`src/logic/sbc_pkg.sv`:
```
// System bus cycle unit: shared constants, register map and state codes.
// Assumes a 50 MHz system clock and a bus clock of half that rate.
package sbc_pkg;
  localparam int          CLK_HZ          = 50_000_000;
  localparam int          BUS_CLK_HZ      = 25_000_000;
  localparam int          BUS_DIV         = CLK_HZ / BUS_CLK_HZ;
  // Wishbone register byte offsets
  localparam logic [7:0]  ADR_DCFG        = 8'h00;
  localparam logic [7:0]  ADR_ISTAT       = 8'h04;
  localparam logic [7:0]  ADR_BSTAT       = 8'h08;
  // data_config_reg fields
  localparam int          DCFG_WC_LSB     = 0;
  localparam int          DCFG_SYNC_BIT   = 2;
  localparam int          DCFG_LBR_BIT    = 3;
  localparam int          DCFG_RSEL_BIT   = 4;
  localparam int          DCFG_W          = 5;
  localparam logic [4:0]  DCFG_RST        = 5'h00;
  // irq_status_reg fields
  localparam int          ISTAT_RETRY_BIT = 0;
  // Slave timing, in bus clocks
  localparam logic [3:0]  SLV_GRANT_IDLE  = 4'h1;
  localparam logic [3:0]  SLV_GRANT_MSTR  = 4'h5;
  localparam logic [3:0]  SLV_DATA_DELAY  = 4'h2;
  localparam int          NSYNC           = 14;
  // Pins idle after reset, so no false strobe or select follows it
  localparam logic [13:0] PIN_RST         = 14'h1f00;

  typedef enum logic [6:0] {
    M_IDLE  = 7'b0000001,
    M_REQ   = 7'b0000010,
    M_T1    = 7'b0000100,
    M_TW    = 7'b0001000,
    M_T2    = 7'b0010000,
    M_TH    = 7'b0100000,
    M_RWAIT = 7'b1000000
  } sbc_mst_t;

  typedef enum logic [4:0] {
    S_IDLE  = 5'b00001,
    S_DELAY = 5'b00010,
    S_GRANT = 5'b00100,
    S_ACK   = 5'b01000,
    S_END   = 5'b10000
  } sbc_slv_t;
endpackage

```
`src/logic/sbc_cycle_unit.sv`:
```
// System bus cycle unit: little-endian master memory cycles, bus retry,
// big-endian slave register cycles, Wishbone configuration registers.
// Assumes DMA requests from the same clock; pins come from outside.
//
// Behaviour
// RULE1 - T1 asserts strobes, address held whole cycle
// RULE2 - Sync mode: ready sampled ending T2, repeat
// RULE3 - Sync: read captured ending T2, write driven
// RULE4 - Async: ready sampled falling T1 and T2
// RULE5 - Async: cycle ends 1.5 clocks after sample
// RULE6 - Async read: strobe falling T1, capture falling T2
// RULE7 - Async write: strobe only when waits exist
// RULE8 - Async: strobe released falling final T2
// RULE9 - Ready early in T1 gives two-clock cycle
// RULE10 - Retry ends cycle, releases the bus
// RULE11 - Without latching, retry same cycle again
// RULE12 - Latched retry waits flag clear, input release
// RULE13 - Retry beats every normal termination
// RULE14 - Retry sampling sync or async, async-mode only
// RULE15 - Host holds retry past hold state
// RULE16 - Slave cycle needs strobe then chip select
// RULE17 - Idle: grant one clock after capture
// RULE18 - Master: grant five clocks plus waits
// RULE19 - Read data with grant, write two later
// RULE20 - Both acks low two clocks after grant
// RULE21 - Release on strobe or select deassert
// RULE22 - Host spacing between select and request
// RULE23 - Programmed waits; terminations ignored meanwhile
// RULE24 - Endian select picks pin functions
// RULE25 - Termination mode latched per cycle start
//
// Implementation choices: the Wishbone interface to the registers and the placing of the registers.
`timescale 1ns/1ns
module sbc_cycle_unit
  import sbc_pkg::*;
(
  input  wire logic        clk_i,
  input  wire logic        rst_i,
  // Wishbone slave
  input  wire logic        wb_cyc_i,
  input  wire logic        wb_stb_i,
  input  wire logic        wb_we_i,
  input  wire logic [7:0]  wb_adr_i,
  input  wire logic [3:0]  wb_sel_i,
  input  wire logic [31:0] wb_dat_i,
  output logic      [31:0] wb_dat_o,
  output logic             wb_ack_o,
  // Internal DMA side
  input  wire logic        dma_req_i,
  input  wire logic        dma_we_i,
  input  wire logic [22:0] dma_addr_i,
  input  wire logic [2:0]  dma_status_i,
  input  wire logic [15:0] dma_wdata_i,
  output logic      [15:0] dma_rdata_o,
  output logic             dma_done_o,
  // Bus pins
  output logic             bus_clk_o,
  output logic      [22:0] addr_o,
  output logic      [2:0]  bus_cycle_status_o,
  output logic             master_write_dir_o,
  output logic             addr_strobe_n_o,
  output logic             early_cycle_start_n_o,
  output logic             data_strobe_n_o,
  input  wire logic [15:0] data_i,
  output logic      [15:0] data_o,
  output logic             data_oe_o,
  input  wire logic        ready_in_n_i,
  input  wire logic        sync_terminate_n_i,
  input  wire logic        retry_request_n_i,
  output logic             bus_request_out_o,
  input  wire logic        bus_grant_i,
  output logic             grant_ack_out_n_o,
  input  wire logic        endian_bus_sel_i,
  input  wire logic        chip_select_n_i,
  input  wire logic        slave_addr_strobe_n_i,
  input  wire logic        slave_rw_dir_i,
  input  wire logic [5:0]  reg_index_i,
  output logic             slave_mem_grant_n_o,
  output logic      [1:0]  cycle_ack_pair_n_o,
  output logic             cycle_ack_oe_o
);

  // Pin synchronisers: three stages, change taken when stages 2 and 3 agree
  logic [NSYNC-1:0] pin_raw;
  logic [NSYNC-1:0] s1_r;
  logic [NSYNC-1:0] s2_r;
  logic [NSYNC-1:0] s3_r;
  logic [NSYNC-1:0] pin_r;

  assign pin_raw = {bus_grant_i, sync_terminate_n_i, ready_in_n_i, retry_request_n_i, chip_select_n_i,
                    slave_addr_strobe_n_i, slave_rw_dir_i, endian_bus_sel_i, reg_index_i};

  genvar gi;
  generate
    for (gi = 0; gi < NSYNC; gi++) begin : g_sync
      always_ff @(posedge clk_i) begin
        if (rst_i) begin
          s1_r[gi]  <= PIN_RST[gi];
          s2_r[gi]  <= PIN_RST[gi];
          s3_r[gi]  <= PIN_RST[gi];
          pin_r[gi] <= PIN_RST[gi];
        end else begin
          s1_r[gi] <= pin_raw[gi];
          s2_r[gi] <= s1_r[gi];
          s3_r[gi] <= s2_r[gi];
          if (s2_r[gi] == s3_r[gi]) begin
            pin_r[gi] <= s3_r[gi];
          end
        end
      end
    end
  endgenerate

  logic       grant_f;
  logic       sync_terminate_f;
  logic       ready_f;
  logic       retry_f;
  logic       cs_f;
  logic       sas_f;
  logic       srw_f;
  logic       big_end_f;
  logic [5:0] ra_f;

  assign grant_f   = pin_r[13];
  assign sync_terminate_f   = ~pin_r[12];
  assign ready_f   = ~pin_r[11];
  assign retry_f   = ~pin_r[10];
  assign cs_f      = ~pin_r[9];
  assign sas_f     = ~pin_r[8];
  assign srw_f     = pin_r[7];
  assign big_end_f = pin_r[6];
  assign ra_f      = pin_r[5:0];

  // Bus clock phase: rise_en starts a bus state, fall_en marks its middle
  logic ph_r;
  logic rise_en;
  logic fall_en;

  assign rise_en = ph_r;
  assign fall_en = ~ph_r;

  always_ff @(posedge clk_i) begin
    if (rst_i) begin
      ph_r      <= 1'b0;
      bus_clk_o <= 1'b0;
    end else begin
      ph_r      <= ~ph_r;
      bus_clk_o <= rise_en;
    end
  end

  // Configuration and status registers
  logic [DCFG_W-1:0] dcfg_r;
  logic              retry_flag_r;
  logic              retry_evt;
  logic              wb_req;
  logic [1:0]        wc_cfg;

  assign wb_req = wb_cyc_i & wb_stb_i & ~wb_ack_o;
  assign wc_cfg = dcfg_r[DCFG_WC_LSB +: 2];

  sbc_mst_t   mst_r;
  sbc_slv_t   slv_r;

  always_ff @(posedge clk_i) begin
    if (rst_i) begin
      wb_ack_o <= 1'b0;
      wb_dat_o <= 32'h0000_0000;
      dcfg_r   <= DCFG_RST;
    end else begin
      wb_ack_o <= wb_req;
      if (wb_req && wb_we_i && wb_adr_i == ADR_DCFG && wb_sel_i[0]) begin
        dcfg_r <= wb_dat_i[DCFG_W-1:0];
      end
      if (wb_req && !wb_we_i) begin
        unique case (wb_adr_i)
          ADR_DCFG:  wb_dat_o <= {27'h0, dcfg_r};
          ADR_ISTAT: wb_dat_o <= {31'h0, retry_flag_r};
          ADR_BSTAT: wb_dat_o <= {20'h0, slv_r, mst_r};
          default:   wb_dat_o <= 32'h0000_0000;
        endcase
      end
    end
  end

  // Retry flag: write one to clear; a new retry in the same cycle wins
  always_ff @(posedge clk_i) begin
    if (rst_i) begin
      retry_flag_r <= 1'b0;
    end else if (retry_evt) begin
      retry_flag_r <= 1'b1;
    end else if (wb_req && wb_we_i && wb_adr_i == ADR_ISTAT && wb_sel_i[0] && wb_dat_i[ISTAT_RETRY_BIT]) begin
      retry_flag_r <= 1'b0;
    end
  end

  // Master cycle sequencer
  logic       sync_mode_r;
  logic       async_rt_r;
  logic [1:0] wc_r;
  logic [1:0] wait_left_r;
  logic       rdy_seen_r;
  logic       fin_r;
  logic       retry_seen_r;
  logic       we_r;
  logic [15:0] wdata_r;
  logic       retry_hit;
  logic       gnt_low_r;
  logic       term_in;
  logic       slv_pend;
  logic       cyc_end;
  logic       mst_busy;

  assign slv_pend  = (slv_r != S_IDLE);
  assign mst_busy  = (mst_r == M_T1) || (mst_r == M_TW) || (mst_r == M_T2);
  // Big-endian termination comes only from the synchronous terminate pin
  assign term_in   = big_end_f ? sync_terminate_f : ready_f; // RULE24
  assign retry_hit = async_rt_r ? (retry_seen_r | retry_f) : retry_f; // RULE14
  assign retry_evt = rise_en && mst_r == M_T2 && retry_hit;
  assign cyc_end   = rise_en && mst_r == M_T2 && !retry_hit && (sync_mode_r ? term_in : fin_r);

  always_ff @(posedge clk_i) begin
    if (rst_i) begin
      mst_r                 <= M_IDLE;
      sync_mode_r           <= 1'b0;
      async_rt_r            <= 1'b0;
      wc_r                  <= 2'h0;
      wait_left_r           <= 2'h0;
      fin_r                 <= 1'b0;
      we_r                  <= 1'b0;
      wdata_r               <= 16'h0000;
      addr_o                <= 23'h000000;
      bus_cycle_status_o    <= 3'h0;
      master_write_dir_o    <= 1'b0;
      addr_strobe_n_o       <= 1'b1;
      early_cycle_start_n_o <= 1'b1;
    end else if (rise_en) begin
      unique case (mst_r)
        M_IDLE: begin
          if (dma_req_i && !slv_pend) begin
            mst_r <= M_REQ;
          end
        end
        M_REQ: begin
          if (grant_f && gnt_low_r && !slv_pend) begin
            mst_r                 <= M_T1;
            sync_mode_r           <= dcfg_r[DCFG_SYNC_BIT]; // RULE25
            async_rt_r            <= dcfg_r[DCFG_RSEL_BIT] & ~dcfg_r[DCFG_SYNC_BIT]; // RULE14
            wc_r                  <= wc_cfg;
            we_r                  <= dma_we_i;
            wdata_r               <= dma_wdata_i;
            addr_o                <= dma_addr_i; // RULE1
            bus_cycle_status_o    <= dma_status_i;
            master_write_dir_o    <= dma_we_i;
            addr_strobe_n_o       <= 1'b0; // RULE1
            early_cycle_start_n_o <= 1'b0;
          end else if (!dma_req_i || slv_pend) begin
            mst_r <= M_IDLE;
          end
        end
        M_T1: begin
          addr_strobe_n_o <= 1'b1; // RULE1
          wait_left_r     <= wc_r;
          fin_r           <= rdy_seen_r;
          mst_r           <= (wc_r != 2'h0) ? M_TW : M_T2; // RULE23
        end
        M_TW: begin
          wait_left_r <= wait_left_r - 2'h1;
          fin_r       <= rdy_seen_r;
          if (wait_left_r == 2'h1) begin
            mst_r <= M_T2;
          end
        end
        M_T2: begin
          if (retry_hit) begin
            mst_r <= M_TH; // RULE10 RULE13
          end else if (cyc_end) begin
            mst_r <= M_IDLE; // RULE2 RULE5
          end else begin
            fin_r <= rdy_seen_r; // RULE4
          end
        end
        M_TH: begin
          mst_r <= dcfg_r[DCFG_LBR_BIT] ? M_RWAIT : M_REQ; // RULE11
        end
        M_RWAIT: begin
          if (!retry_flag_r && !retry_f) begin
            mst_r <= M_REQ; // RULE12
          end
        end
        default: mst_r <= M_IDLE;
      endcase
    end else if (mst_r == M_T1) begin
      early_cycle_start_n_o <= 1'b1; // RULE1
    end
  end

  // Grant must drop after a cycle; a stale synchronised grant would skip arbitration
  always_ff @(posedge clk_i) begin
    if (rst_i) begin
      gnt_low_r <= 1'b0;
    end else if (mst_r == M_T1) begin
      gnt_low_r <= 1'b0;
    end else if (!grant_f) begin
      gnt_low_r <= 1'b1; // RULE10
    end
  end

  // Asynchronous ready and retry samples, taken at falling edges
  always_ff @(posedge clk_i) begin
    if (rst_i) begin
      rdy_seen_r   <= 1'b0;
      retry_seen_r <= 1'b0;
    end else if (rise_en && mst_r == M_REQ) begin
      rdy_seen_r   <= 1'b0;
      retry_seen_r <= 1'b0;
    end else if (fall_en && !sync_mode_r) begin
      // Terminations count only once the programmed waits are spent
      if ((mst_r == M_T1 && wc_r == 2'h0) || (mst_r == M_TW && wait_left_r == 2'h1) || mst_r == M_T2) begin
        rdy_seen_r <= term_in; // RULE4 RULE23
      end
      if (mst_busy && retry_f) begin
        retry_seen_r <= 1'b1; // RULE14
      end
    end
  end

  // Bus ownership follows the sequencer one clock later
  always_ff @(posedge clk_i) begin
    if (rst_i) begin
      bus_request_out_o <= 1'b0;
      grant_ack_out_n_o <= 1'b1;
    end else begin
      bus_request_out_o <= (mst_r == M_REQ) || mst_busy; // RULE10
      grant_ack_out_n_o <= ~mst_busy;
    end
  end

  // Data strobe and master read capture
  always_ff @(posedge clk_i) begin
    if (rst_i) begin
      data_strobe_n_o <= 1'b1;
      dma_rdata_o     <= 16'h0000;
      dma_done_o      <= 1'b0;
    end else begin
      dma_done_o <= cyc_end;
      if (cyc_end && sync_mode_r && !we_r) begin
        dma_rdata_o <= data_i; // RULE3
      end
      if (retry_evt) begin
        data_strobe_n_o <= 1'b1;
      end else if (fall_en && !sync_mode_r) begin
        unique case (mst_r)
          M_T1: begin
            if (!we_r) begin
              data_strobe_n_o <= 1'b0; // RULE6
            end
          end
          M_TW: begin
            data_strobe_n_o <= 1'b0; // RULE7
          end
          M_T2: begin
            if (fin_r) begin
              data_strobe_n_o <= 1'b1; // RULE8
              if (!we_r) begin
                dma_rdata_o <= data_i; // RULE6
              end
            end else begin
              data_strobe_n_o <= 1'b0; // RULE7
            end
          end
          default: data_strobe_n_o <= 1'b1;
        endcase
      end
    end
  end

  // Slave register access, big-endian pin mode only
  logic [15:0] slv_mem [0:63];
  logic [3:0]  slv_cnt_r;
  logic        cs_on;
  logic        slv_write_take;

  assign cs_on          = cs_f && sas_f && big_end_f; // RULE16 RULE24
  assign slv_write_take = fall_en && slv_r == S_GRANT && slv_cnt_r == 4'h1 && cs_on && !srw_f;

  always_ff @(posedge clk_i) begin
    if (rst_i) begin
      slv_r               <= S_IDLE;
      slv_cnt_r           <= 4'h0;
      slave_mem_grant_n_o <= 1'b1;
      cycle_ack_pair_n_o  <= 2'b11;
      cycle_ack_oe_o      <= 1'b0;
    end else begin
      cycle_ack_oe_o <= big_end_f; // RULE24
      unique case (slv_r)
        S_IDLE: begin
          if (fall_en && cs_on) begin
            slv_r     <= S_DELAY;
            // Wait states of a running master cycle stretch the grant
            slv_cnt_r <= mst_busy ? (SLV_GRANT_MSTR + {2'h0, wc_r}) : SLV_GRANT_IDLE; // RULE17 RULE18
          end
        end
        S_DELAY: begin
          if (!cs_on) begin
            slv_r <= S_END;
          end else if (fall_en) begin
            if (slv_cnt_r == 4'h1 && !mst_busy) begin
              slave_mem_grant_n_o <= 1'b0; // RULE17 RULE18
              slv_cnt_r           <= SLV_DATA_DELAY;
              slv_r               <= S_GRANT;
            end else if (slv_cnt_r != 4'h1) begin
              slv_cnt_r <= slv_cnt_r - 4'h1;
            end
          end
        end
        S_GRANT: begin
          if (!cs_on) begin
            slave_mem_grant_n_o <= 1'b1; // RULE21
            slv_r               <= S_END;
          end else if (fall_en) begin
            if (slv_cnt_r == 4'h1) begin
              cycle_ack_pair_n_o <= 2'b00; // RULE20
              slv_r              <= S_ACK;
            end else begin
              slv_cnt_r <= slv_cnt_r - 4'h1;
            end
          end
        end
        S_ACK: begin
          if (!cs_on) begin
            slave_mem_grant_n_o <= 1'b1; // RULE21
            cycle_ack_pair_n_o  <= 2'b11;
            slv_r               <= S_END;
          end
        end
        S_END: begin
          // A new access needs the address strobe or the chip select to drop
          if (!sas_f || !cs_f) begin
            slv_r <= S_IDLE;
          end
        end
        default: slv_r <= S_IDLE;
      endcase
    end
  end

  always_ff @(posedge clk_i) begin
    if (slv_write_take) begin
      slv_mem[ra_f] <= data_i; // RULE19
    end
  end

  // Shared data pins: master write data or slave read data
  always_ff @(posedge clk_i) begin
    if (rst_i) begin
      data_o    <= 16'h0000;
      data_oe_o <= 1'b0;
    end else if (slv_r == S_DELAY && fall_en && slv_cnt_r == 4'h1 && !mst_busy && cs_on && srw_f) begin
      data_o    <= slv_mem[ra_f]; // RULE19
      data_oe_o <= 1'b1;
    end else if ((slv_r == S_GRANT || slv_r == S_ACK) && !cs_on) begin
      data_oe_o <= 1'b0; // RULE21
    end else if (fall_en && mst_r == M_T1 && we_r) begin
      data_o    <= wdata_r; // RULE3 RULE7
      data_oe_o <= 1'b1;
    end else if (rise_en && mst_r == M_T2 && (retry_hit || cyc_end)) begin
      data_oe_o <= 1'b0; // RULE3
    end
  end

endmodule // sbc_cycle_unit

```
`config.mk`:
```
export PLATFORM = sky130hd
export DESIGN_NAME = sbc_cycle_unit
export DESIGN_NICKNAME = d
export VERILOG_FILES = /design/src/logic/sbc_pkg.sv /design/src/logic/sbc_cycle_unit.sv
export SDC_FILE = /design/constraint.sdc
export NUM_CORES = 1
export LEC_CHECK = 0
export BUFFER_PORTS_ARGS = -buffer_cell sky130_fd_sc_hd__clkbuf_2
export CORE_ASPECT_RATIO = 0.5
export CORE_MARGIN = 2
export CORE_UTILIZATION = 40
export CTS_BUF_LIST = sky130_fd_sc_hd__clkbuf_8
export DETAILED_ROUTE_END_ITERATION = 8
export PLACE_DENSITY_LB_ADDON = 0.12
export SLEW_MARGIN = 15
export SYNTH_ARGS = -nofsm -noshare
export SYNTH_HDL_FRONTEND = slang
export SYNTH_SLANG_ARGS = --single-unit
```
`constraint.sdc`:
```
create_clock -name clk_i -period 8.95 [get_ports clk_i]
set_clock_uncertainty 0.15 [all_clocks]
set_input_delay 2.685 -clock clk_i [delete_from_list [all_inputs] [get_ports clk_i]]
set_output_delay 2.685 -clock clk_i [all_outputs]
set_load 0.03 [all_outputs]
```
---- Word level (Yosys, flattened, before mapping) ----
Memories as Yosys holds them, arrays and structs flattened.
Index checks and enable logic that the tools add are counted.
word-level totals
  word-level logic and storage cells ...... 329
  memories kept ........................... 1
  register bits after elaboration ......... 209
  RAM bits ................................ 1,024
  output and inout port bits .............. 104
memory list
  name     depth  width  read ports  clocked after memory_dff  write ports  RTL line               RTL
  slv_mem  64     16     1           0                         1            sbc_cycle_unit.sv:379  logic [15:0] slv_mem [0:63];
operators by class
  add/sub/neg operators ................... 3
  bitwise operators ....................... 13
  equal/unequal tests ..................... 60
  multiplexer cells ....................... 73
  reduce and logical (&&, ||, !) cells .... 90
operators with widths
  cell                number
  $mux 16             9
  $mux 7              8
  $mux 5              10
  $pmux 7 s7          1
  $logic_and 1x1->1   39
  $mux 4              9
  $pmux 12 s3         1
  $ne 2x2->1 const B  17
  $pmux 5 s5          1
  $mux 1              23
  $ne 3x3->1 const B  6
  $reduce_bool 2->1   9
  $eq 1x1->1          14
  $pmux 4 s3          1
  $logic_not 1->1     10
  $reduce_and 2->1    5
  $reduce_and 5->1    2
  $reduce_or 2->1     5
  $logic_or 1x1->1    9
  $not 1->1           9
  $reduce_and 3->1    3
  $eq 8x3->1 const B  1
  $eq 8x4->1 const B  1
  $logic_not 8->1     1
  34 further kinds    45

---- Longest topological paths before layout ----
Gate-level depths: netlist of the first run.
  word-level depth ........................ 14
  gate-level depth with buffers ........... 11
  depth with buffers taken out ............ 8

---- Worst setup path before layout of the first run ----
No wires, ideal clock.
  kind .................................... input port to flip-flop
  start ................................... input wb_adr_i[5]
  end ..................................... register dcfg_r[0]
  cell stages on the path ................. 6
  buffers on the path ..................... 0
  slack ................................... 4.482 ns
  arrival ................................. 4.190 ns
  required time ........................... 8.672 ns
  cell sequence ........................... nor4_1 nand2_1 or4_1 nor2_1 mux2i_1 nor2_1
on the way
  word-level cells in the longest chain between the ends .. 3
ends and longest elaborated chain
  what                            RTL line               RTL
  start: declaration              sbc_cycle_unit.sv:43   input wire logic [7:0] wb_adr_i,
  $logic_not 8->1                 sbc_cycle_unit.sv:172  if (wb_req && wb_we_i && wb_adr_i == ADR_DCFG && wb_sel_i[0]) begin
  $logic_and 1x1->1 (2 in a row)  sbc_cycle_unit.sv:172
  end signal: assignment          sbc_cycle_unit.sv:173  dcfg_r <= wb_dat_i[DCFG_W-1:0];
  end: declaration                sbc_cycle_unit.sv:153  logic [DCFG_W-1:0] dcfg_r;
Every way passes these cells.
A chain may end at the register's enable or synchronous reset.

---- Worst setup path after layout of the first run ----
  start ................................... register slv_cnt_r[0]
  end ..................................... memory slv_mem[47][12] (enable)
on the way
  word-level cells in the longest chain between the ends .. 6
ends and longest elaborated chain
  what                            RTL line               RTL
  start: declaration              sbc_cycle_unit.sv:380  logic [3:0] slv_cnt_r;
  start signal: assignment        sbc_cycle_unit.sv:401  slv_cnt_r <= mst_busy ? (SLV_GRANT_MSTR + {2'h0, wc_r}) : SLV_GRANT_IDLE;
  start signal: assignment        sbc_cycle_unit.sv:413  slv_cnt_r <= slv_cnt_r - 4'h1;
  start signal: assignment        sbc_cycle_unit.sv:426  slv_cnt_r <= slv_cnt_r - 4'h1;
  $eq 4x1->1                      sbc_cycle_unit.sv:385  assign slv_write_take = fall_en && slv_r == S_GRANT && slv_cnt_r == 4'h1 && cs_on && !srw_f;
  $logic_and 1x1->1 (3 in a row)  sbc_cycle_unit.sv:385
  $mux 1                          sbc_cycle_unit.sv:449  if (slv_write_take) begin
  $mux 1 (implied by the code)    sbc_cycle_unit.sv:450  slv_mem[ra_f] <= data_i;
  end: declaration                sbc_cycle_unit.sv:379
Every way passes these cells.

==> metrics.md, run 1 <==
| Metric | Value |
|---|---|
| Status | finished clean |
| Routed len/inst | 29.24 microns |
| Row count | 88 |
| Pwr Density | 199.3 nW/um^2 |
| Final core area utilization | 0.4585 |
| Starting Density | 0.4053 |
| Sequential share of power | 0.581 |
| Largest cells by area after synthesis | edfxtp_1 (66%), dfxtp_1 (8.0%), mux2i_1 (3.6%) |
| CP max FO | 9 |
| Final setup viols | 0 |
| Critical-path top delay cell | nor2_1 |
| Reg2reg start | slv_cnt_r[0]$_SDFFE_PP0P_ |
| Switching pwr | 2371 uW |
| Congestion Overflow GR | 0 |
| WS Path Type | reg -> reg |
| Layout area overhead | 13.15% |
| Routability cong. | 0.8607 |
| Hold Path Class | reg -> reg |
| Yosys warnings | 0 |
| Setup TNS | 0 ns |
| Cell Chain, Critical Path | ha_1 > nor3b_1 > nand3_1 > nor4_1 > nand2_1 > nor2_1 > buf_4 |
| Max_slew headroom | 0.1079 |
| Initial antenna violation count | 10 |
| Setup repair after global routing missed its margin | false |
| Ports | 227 |
| Number of fill cells | 10325 |
| Avg Vias per Cell | 5.763 |
| Reg2Reg Setup Slack | 4.01 ns |
| Worst VDD drop | 119.7 uV |
| Crit share post-route | 0.5520 |
| Slowest stage delay, CP | 0.96 ns |
| WL final | 146500 microns |
| Via count of the first global-routing pass | 27918 |
| Top-area cell type share of the netlist area | 0.6551 |
| Synthesized flop and latch total | 1212 |
| Hold Fails Final Rpt | 0 |
| Worst setup SP type | flop |
| Top_reg_cell synth | edfxtp_1 |
| First-iteration detailed-routing DRC count | 3310 |
| Fmax | 202.4 MHz |
| Area leader, netlist | edfxtp_1 |
| Clock power frac | 0.390 |
| HPWL after detailed placement | 84700 microns |
| Placement Cell Area | 49930 sq um |
| Reg2reg end | slv_mem[47][12]$_DFFE_PP_ |
| Post-CTS Setup Repair Bufs | 0 |
| Post-synth ARST share | 0 |
| Hold Buf Count CTS | 0 |
| Clk_lat worst skew | 0.88 ns |
| Slew @ Worst Pin | 1.335 ns |
| Post-DRT Antenna Nets | 0 |
| CP endpoint kind | flop |
| P_leak | 0.01714 uW |
| Share of cells above drive strength 1 | 0.2004 |
| Die width | 488.5 microns |
| I/O Buffers | 176 |
| Min Tclk post-route | 4.940 ns |
| Nets@finish | 3429 |
| Most frequent cells in the layout | edfxtp_1 (1024), clkbuf_8 (194), nor2_1 (188) |
| Post-Layout Inst Area | 53110 sq um |
| Sequential share of the synthesized area | 0.7352 |
| EDFF count, synth | 1024 |
| Die Y | 246.2 microns |
| Switching Fraction | 0.2241 |
| Reg2reg path depth | 7 |
| Power Internal | 8212 uW |
| Mapped Area | 46940 sq um |
| Die area | 120300 sq um |
| Post-CTS sizing | 0 |
| Avg Cell Area, Syn | 15.51 sq um |
| Core box area | 115800 sq um |
| Max-Cap Viols | 0 |
| Hold Path Sink | s2_r[12]$_SDFF_PP1_ |
| DRC viols | 0 |
| HP Start | s1_r[12]$_SDFF_PP1_ |
| CTS HTree Levels | 4 |
| First-pass DRT Iterations | 5 |
| WP data arrival | 5.34 ns |
| Comb power frac | 0.028 |
| Distinct cells, synth | 84 |
| Total Routing Usage GR | 0.2417 |
| Pins Over Slew Limit | 0 |
| Vias post-DR | 28879 |
| Largest net degree at the start of global routing | 106 |
| CTS tree | built |
| # clock sinks | 1212 |
| Number of CTS-inserted buffers | 177 |
| WP data required | 9.35 ns |
| Hold-critical path depth | 1 |
| First-pass GRT wire length | 206800 microns |
| Synth Instances | 3026 |
| Commonest non-fill, non-tap cell in the layout | edfxtp_1 |
| Bufs on Longest Clock Path | 3 |
| Reg clk slew, reported paths | 0.06 ns |
| CTS root buf | clkbuf_8 |
==> power by group through the flow <==
stage	Clock [uW]	Sequential (uW)	Combinational [uW]
after CTS	4220	6150	299
after global placement	0	6270	291
after detailed placement	0	6270	299
after floorplan	0	6260	154
final	4130	6150	301
after global routing	4470	6150	324
==> Yosys cell counts (11+ instances only) <==
cell type,n
nor2_1,190
buf_4,32
nand2_1,176
mux4_2,47
clkbuf_1,120
a22o_1,15
a21oi_1,145
or2_2,20
nor3_1,28
mux2_2,64
o22ai_1,64
nand3_1,22
a211oi_1,21
o211ai_1,11
edfxtp_1,1024
a221o_1,25
o21ai_0,82
nor2b_1,42
inv_1,11
a22oi_1,112
mux2i_1,168
buf_1,25
buf_2,55
a31oi_1,13
a221oi_1,123
dfxtp_1,188
==> metal layers <==
layer	track usage	vias to the layer above	part of all wire
li1	-	12483	-
met1	0.3573	14855	0.45
met2	0.3586	1292	0.44
met3	0.04693	237	0.086
met4	0.07640	12	0.024
met5	0	-	0.00049
==> worst max-delay path by stage <==
stage | from | endpoint | slack (ns)
after floorplan | wb_adr_i[5] | dcfg_r[0]$_SDFFE_PP0P_ | 4.48
after global placement | dma_req_i | mst_r[0]$_SDFFE_PP1P_ | 4.14
after detailed placement | dma_req_i | mst_r[0]$_SDFFE_PP1P_ | 4.03
after CTS | slv_cnt_r[0]$_SDFFE_PP0P_ | slv_mem[47][14]$_DFFE_PP_ | 4.20
after global routing | slv_cnt_r[0]$_SDFFE_PP0P_ | slv_mem[47][9]$_DFFE_PP_ | 3.84
final | slv_cnt_r[0]$_SDFFE_PP0P_ | slv_mem[47][12]$_DFFE_PP_ | 4.01
==> final cells by class <==
class / instances / area, sq um / area share
well taps: 1575 / 1971 / 0.03710
multi-input cells: 1586 / 11450 / 0.2156
flip-flops and latches: 1212 / 34520 / 0.6500
inverters: 11 / 43.79 / 0.0008245
repair buffers: 313 / 1953 / 0.03677
clock inverters: 117 / 491.7 / 0.009258
clock buffers: 194 / 2670 / 0.05027
diodes: 3 / 7.507 / 0.0001413
==> logic make-up after synthesis <==
kind of cell               share of synthesized area
DFF                                           0.7352
AOI/OAI and AO/OA                             0.1073
and+or+nand+nor                              0.05664
muxes                                        0.07421
buffers and inverters                        0.02450
adders and majority gates                   0.001333
xor gates and xnor gates                   0.0007463
other                                     0.00007989
==> flip-flops by register name, indices dropped and copies added, names as in the netlist, 2 cells and up, named ones only <==
name and flops:
slv_mem 1024, addr_o 23, data_o 16, wdata_r 16
s1_r 14, s2_r 14, s3_r 14, wb_dat_o 12
pin_r 11, mst_r 7, dcfg_r 5, slv_r 5
slv_cnt_r 4, bus_cycle_status_o 3, wait_left_r 2, wc_r 2
==> worst max-delay path, delay by kind of cell (launching register included) <==
kind                     cells  cell delay (ns)
AND/OR/NAND/NOR              5             3.55
adder cells (fa/ha/maj)      1             0.17
buffers and inverters        1             0.36
flip-flops                   1             0.40
==> stage by stage <==
step	hold WS, ns	worst slack (ns)	power [uW]	std cells
floorplan	0.2395	4.482	6415	3045
detailed placement	0.2445	4.031	6572	4697
global route	0.2803	3.837	10940	5009
finish	0.2597	4.010	10580	5011
CTS	0.2629	4.199	10670	5008
global placement	0.2465	4.136	6563	4697
Power figures use the tool's default switching activity.
==> run 2: changes to the inputs <==
--- a/config.mk
+++ b/config.mk
@@ -5,6 +5,7 @@
 export SDC_FILE = /design/constraint.sdc
 export NUM_CORES = 1
 export LEC_CHECK = 0
+export ABC_AREA = 1
 export BUFFER_PORTS_ARGS = -buffer_cell sky130_fd_sc_hd__clkbuf_2
 export CORE_ASPECT_RATIO = 0.5
 export CORE_MARGIN = 2
==> constraint.sdc (replaced) <==
create_clock -name clk_i -period 4 [get_ports clk_i]
set_clock_uncertainty 0.15 [all_clocks]
set_input_delay 1.2 -clock clk_i [delete_from_list [all_inputs] [get_ports clk_i]]
set_output_delay 1.2 -clock clk_i [all_outputs]
set_load 0.03 [all_outputs]
==> metrics.md, run 2 <==
| Metric | Value |
|---|---|
| Max_slew headroom | 0.3582 (was 0.1079) |
| Clk_lat worst skew | 0.87 ns (was 0.88 ns) |
| Congestion Overflow GR | 0 (unchanged) |
| Die Y | 257.2 microns (was 246.2 microns) |
| First-pass DRT Iterations | 5 (unchanged) |
| DRC viols | 0 (unchanged) |
| WL final | 140200 microns (was 146500 microns) |
| Commonest non-fill, non-tap cell in the layout | nand2_1 (was edfxtp_1) |
| Top flop regs | slv_mem: 1024 flops, addr_o: 23 flops (unchanged) |
| Avg Cell Area, Syn | 10.11 sq um (was 15.51 sq um) |
| WS Path Type | reg -> reg (unchanged) |
| Switching pwr | 5567 uW (was 2371 uW) |
| Vias post-DR | 34714 (was 28879) |
| # clock sinks | 1212 (unchanged) |
| Status | finished clean (unchanged) |
| First-pass GRT wire length | 209500 microns (was 206800 microns) |
| Power Internal | 18720 uW (was 8212 uW) |
| Top reg by flops | slv_mem (unchanged) |
| Most numerous cell in the Yosys netlist | nand2_1 (was edfxtp_1) |
| Routed len/inst | 19.39 microns (was 29.24 microns) |
| Max FFs per register | 1024 (unchanged) |
| Via count of the first global-routing pass | 32895 (was 27918) |
| Distinct cells, synth | 42 (was 84) |
| Cell Chain, Critical Path | nor2_1 > nand2_2 > inv_2 > nand2_1 > nor4_4 > nand3_1 > buf_4 > nor2_1 > buf_4 (was ha_1 > nor3b_1 > nand3_1 > nor4_1 > nand2_1 > nor2_1 > buf_4) |
| Worst setup SP type | flop (unchanged) |
| Die width | 510.4 microns (was 488.5 microns) |
| Synth Instances | 5074 (was 3026) |
| I/O Buffers | 176 (unchanged) |
| WP data required | 4.39 ns (was 9.35 ns) |
| Max-Cap Viols | 0 (unchanged) |
| Clock power frac | 0.396 (was 0.390) |
| Hold Fails Final Rpt | 0 (unchanged) |
| Reg2reg path depth | 9 (was 7) |
| Post-CTS sizing | 0 (unchanged) |
| Sequential share of power | 0.568 (was 0.581) |
| Initial antenna violation count | 5 (was 10) |
| Pwr Density | 417.0 nW/um^2 (was 199.3 nW/um^2) |
| CP endpoint kind | flop (unchanged) |
| Switching Fraction | 0.2292 (was 0.2241) |
| Hold-critical path depth | 2 (was 1) |
| Critical-path top delay cell | nor4_4 (was nor2_1) |
| Number of CTS-inserted buffers | 180 (was 177) |
| Setup repair after global routing missed its margin | false (unchanged) |
| Post-Layout Inst Area | 58240 sq um (was 53110 sq um) |
| Crit-path leading delay family | simple AND/OR/NAND/NOR gates (unchanged) |
| Yosys warnings | 0 (unchanged) |
| Ports | 227 (unchanged) |
| Largest cells by area after synthesis | edfxtp_1 (60%), nand2_1 (9.2%), dfxtp_1 (7.3%) (was edfxtp_1 (66%), dfxtp_1 (8.0%), mux2i_1 (3.6%)) |
| HPWL after detailed placement | 87580 microns (was 84700 microns) |
| Post-synth ARST share | 0 (unchanged) |
| CTS root buf | clkbuf_8 (unchanged) |
| Worst path bufs/invs | 3 (was 1) |
| Layout area overhead | 13.56% (was 13.15%) |
| WP data arrival | 3.78 ns (was 5.34 ns) |
| Crit share post-route | 0.8469 (was 0.5520) |
| Core box area | 126600 sq um (was 115800 sq um) |
| Multi-input gate area | 12120 sq um (was 11450 sq um) |
| CTS HTree Levels | 4 (unchanged) |
| FF/Latch Area | 34520 sq um (about the same) |
| Slowest stage delay, CP | 0.57 ns (was 0.96 ns) |
| Die area | 131300 sq um (was 120300 sq um) |
| Area leader, netlist | edfxtp_1 (unchanged) |
| Number of fill cells | 11895 (was 10325) |
| Share of cells above drive strength 1 | 0.1294 (was 0.2004) |
| Most instantiated cells after synthesis | nand2_1 (1259), edfxtp_1 (1024), inv_1 (921) (was edfxtp_1 (1024), nor2_1 (190), dfxtp_1 (188)) |
| Post-CTS Setup Repair Bufs | 0 (unchanged) |
| Synthesized flop and latch total | 1212 (unchanged) |
| Starting Density | 0.4050 (was 0.4053) |
| Most frequent cells in the layout | nand2_1 (1258), edfxtp_1 (1024), inv_1 (981) (was edfxtp_1 (1024), clkbuf_8 (194), nor2_1 (188)) |
| Bufs on Longest Clock Path | 3 (unchanged) |
| Hold Buf Count CTS | 0 (unchanged) |
| CP max FO | 16 (was 9) |
| Fmax | 295.2 MHz (was 202.4 MHz) |
| Worst VDD drop | 213.5 uV (was 119.7 uV) |
| Total Routing Usage GR | 0.2138 (was 0.2417) |
| WHS | 0.2365 ns (was 0.2597 ns) |
| Largest net degree at the start of global routing | 99 (was 106) |
| Comb power frac | 0.036 (was 0.028) |
| Post-DRT Antenna Nets | 0 (unchanged) |
| Sequential share of the synthesized area | 0.6730 (was 0.7352) |
| Pins Over Slew Limit | 0 (unchanged) |
| Top-area cell type share of the netlist area | 0.5996 (was 0.6551) |
| Nets@finish | 5521 (was 3429) |
| Placement Cell Area | 54850 sq um (was 49930 sq um) |
| Final setup viols | 0 (unchanged) |
| First-iteration detailed-routing DRC count | 3216 (was 3310) |
| Routability cong. | 0.8510 (was 0.8607) |
| Final core area utilization | 0.4600 (was 0.4585) |
| Setup TNS | 0 ns (unchanged) |
| Slew @ Worst Pin | 0.9604 ns (was 1.335 ns) |
| Tot Pwr | 24290 uW (was 10580 uW) |
| Hold Path Class | reg -> reg (unchanged) |
| CTS tree | built (unchanged) |
| Top_reg_cell synth | edfxtp_1 (unchanged) |
| Reg clk slew, reported paths | 0.06 ns (about the same) |
| Min Tclk post-route | 3.388 ns (was 4.940 ns) |
| Avg Vias per Cell | 4.802 (was 5.763) |
| P_leak | 0.02481 uW (was 0.01714 uW) |
| Row count | 92 (was 88) |
| Critical Path Stages | 9 (was 7) |
| Mapped Area | 51280 sq um (was 46940 sq um) |
| EDFF count, synth | 1024 (unchanged) |
run 2: cell types whose count changed in the layout (fill, tap and decap cells not counted), moves of 36 or more:
cell	delta
nand2_1	+1082
inv_1	+896
nand3_1	+409
nor2_1	+238
mux2i_1	-168
a221oi_1	-123
a22oi_1	-112
o21ai_0	+99
o211ai_1	+89
a21oi_1	-64
mux2_2	-64
o22ai_1	-60
mux4_2	-47
nor2b_1	-36
run 2: stage by stage:
step | setup WS, ns | std cells
2_1_floorplan | 1.358 | 5093
3_3_place_gp | 0.6420 | 6902
3_5_place_dp | 0.6091 | 6902
4_1_cts | 0.6046 | 7224
5_1_grt | 0.4785 | 7226
6_report | 0.6122 | 7229
run 2: worst reg2reg max path, delay by kind of cell, from the launching register on:
kind | cells | cell delay, ns
and+or+nand+nor | 6 | 1.79
buffers and inverters | 3 | 0.81
DFF | 1 | 0.31
run 2: cell families (layout without fill, tap and decap cells):
family,count (synthesis),in the layout,share of synthesized area
other,1,24,0.00007312
flip-flops,1212,1212,0.6730
AND/OR/NAND/NOR,2240,2240,0.1835
buffers and inverters,1177,1617,0.09247
XOR/XNOR,2,2,0.0003416
adder cells (fa/ha/maj),5,5,0.001220
AO/OA/AOI/OAI,437,437,0.04938
run 2: routing by layer:
metal,part of all wire,track usage
met1,0.48,0.3138
met2,0.45,0.3279
met3,0.059,0.03546
met4,0.018,0.05720
met5,0,0
run 2: final timing paths:
path / start / to / slack, ns
hold reg to reg: s1_r[13]$_SDFF_PP0_ / s2_r[13]$_SDFF_PP0_ / 0.24
setup reg to reg: pin_r[9]$_SDFFE_PP1N_ / slv_mem[31][14]$_DFFE_PP_ / 0.61
hold / removal: s1_r[13]$_SDFF_PP0_ / s2_r[13]$_SDFF_PP0_ / 0.24
setup / recovery: pin_r[9]$_SDFFE_PP1N_ / slv_mem[31][14]$_DFFE_PP_ / 0.61
run 2: power by group through the flow:
stage	logic (uW)	registers [uW]	clock network (uW)
after floorplan	438	14100	0
after global placement	852	14100	0
after detailed placement	865	14100	0
after CTS	868	13800	9890
after global routing	956	13800	10500
final	864	13800	9620
run 2: area by class of cell:
type                    instances  share of cell area
repair buffers                359             0.04451
well taps                    1692             0.03635
clock buffers                 200             0.04726
clock inverters               122             0.01038
multi-input cells            2704              0.2081
diodes                          4           0.0001719
inverters                     936             0.06054
flip-flops and latches       1212              0.5927
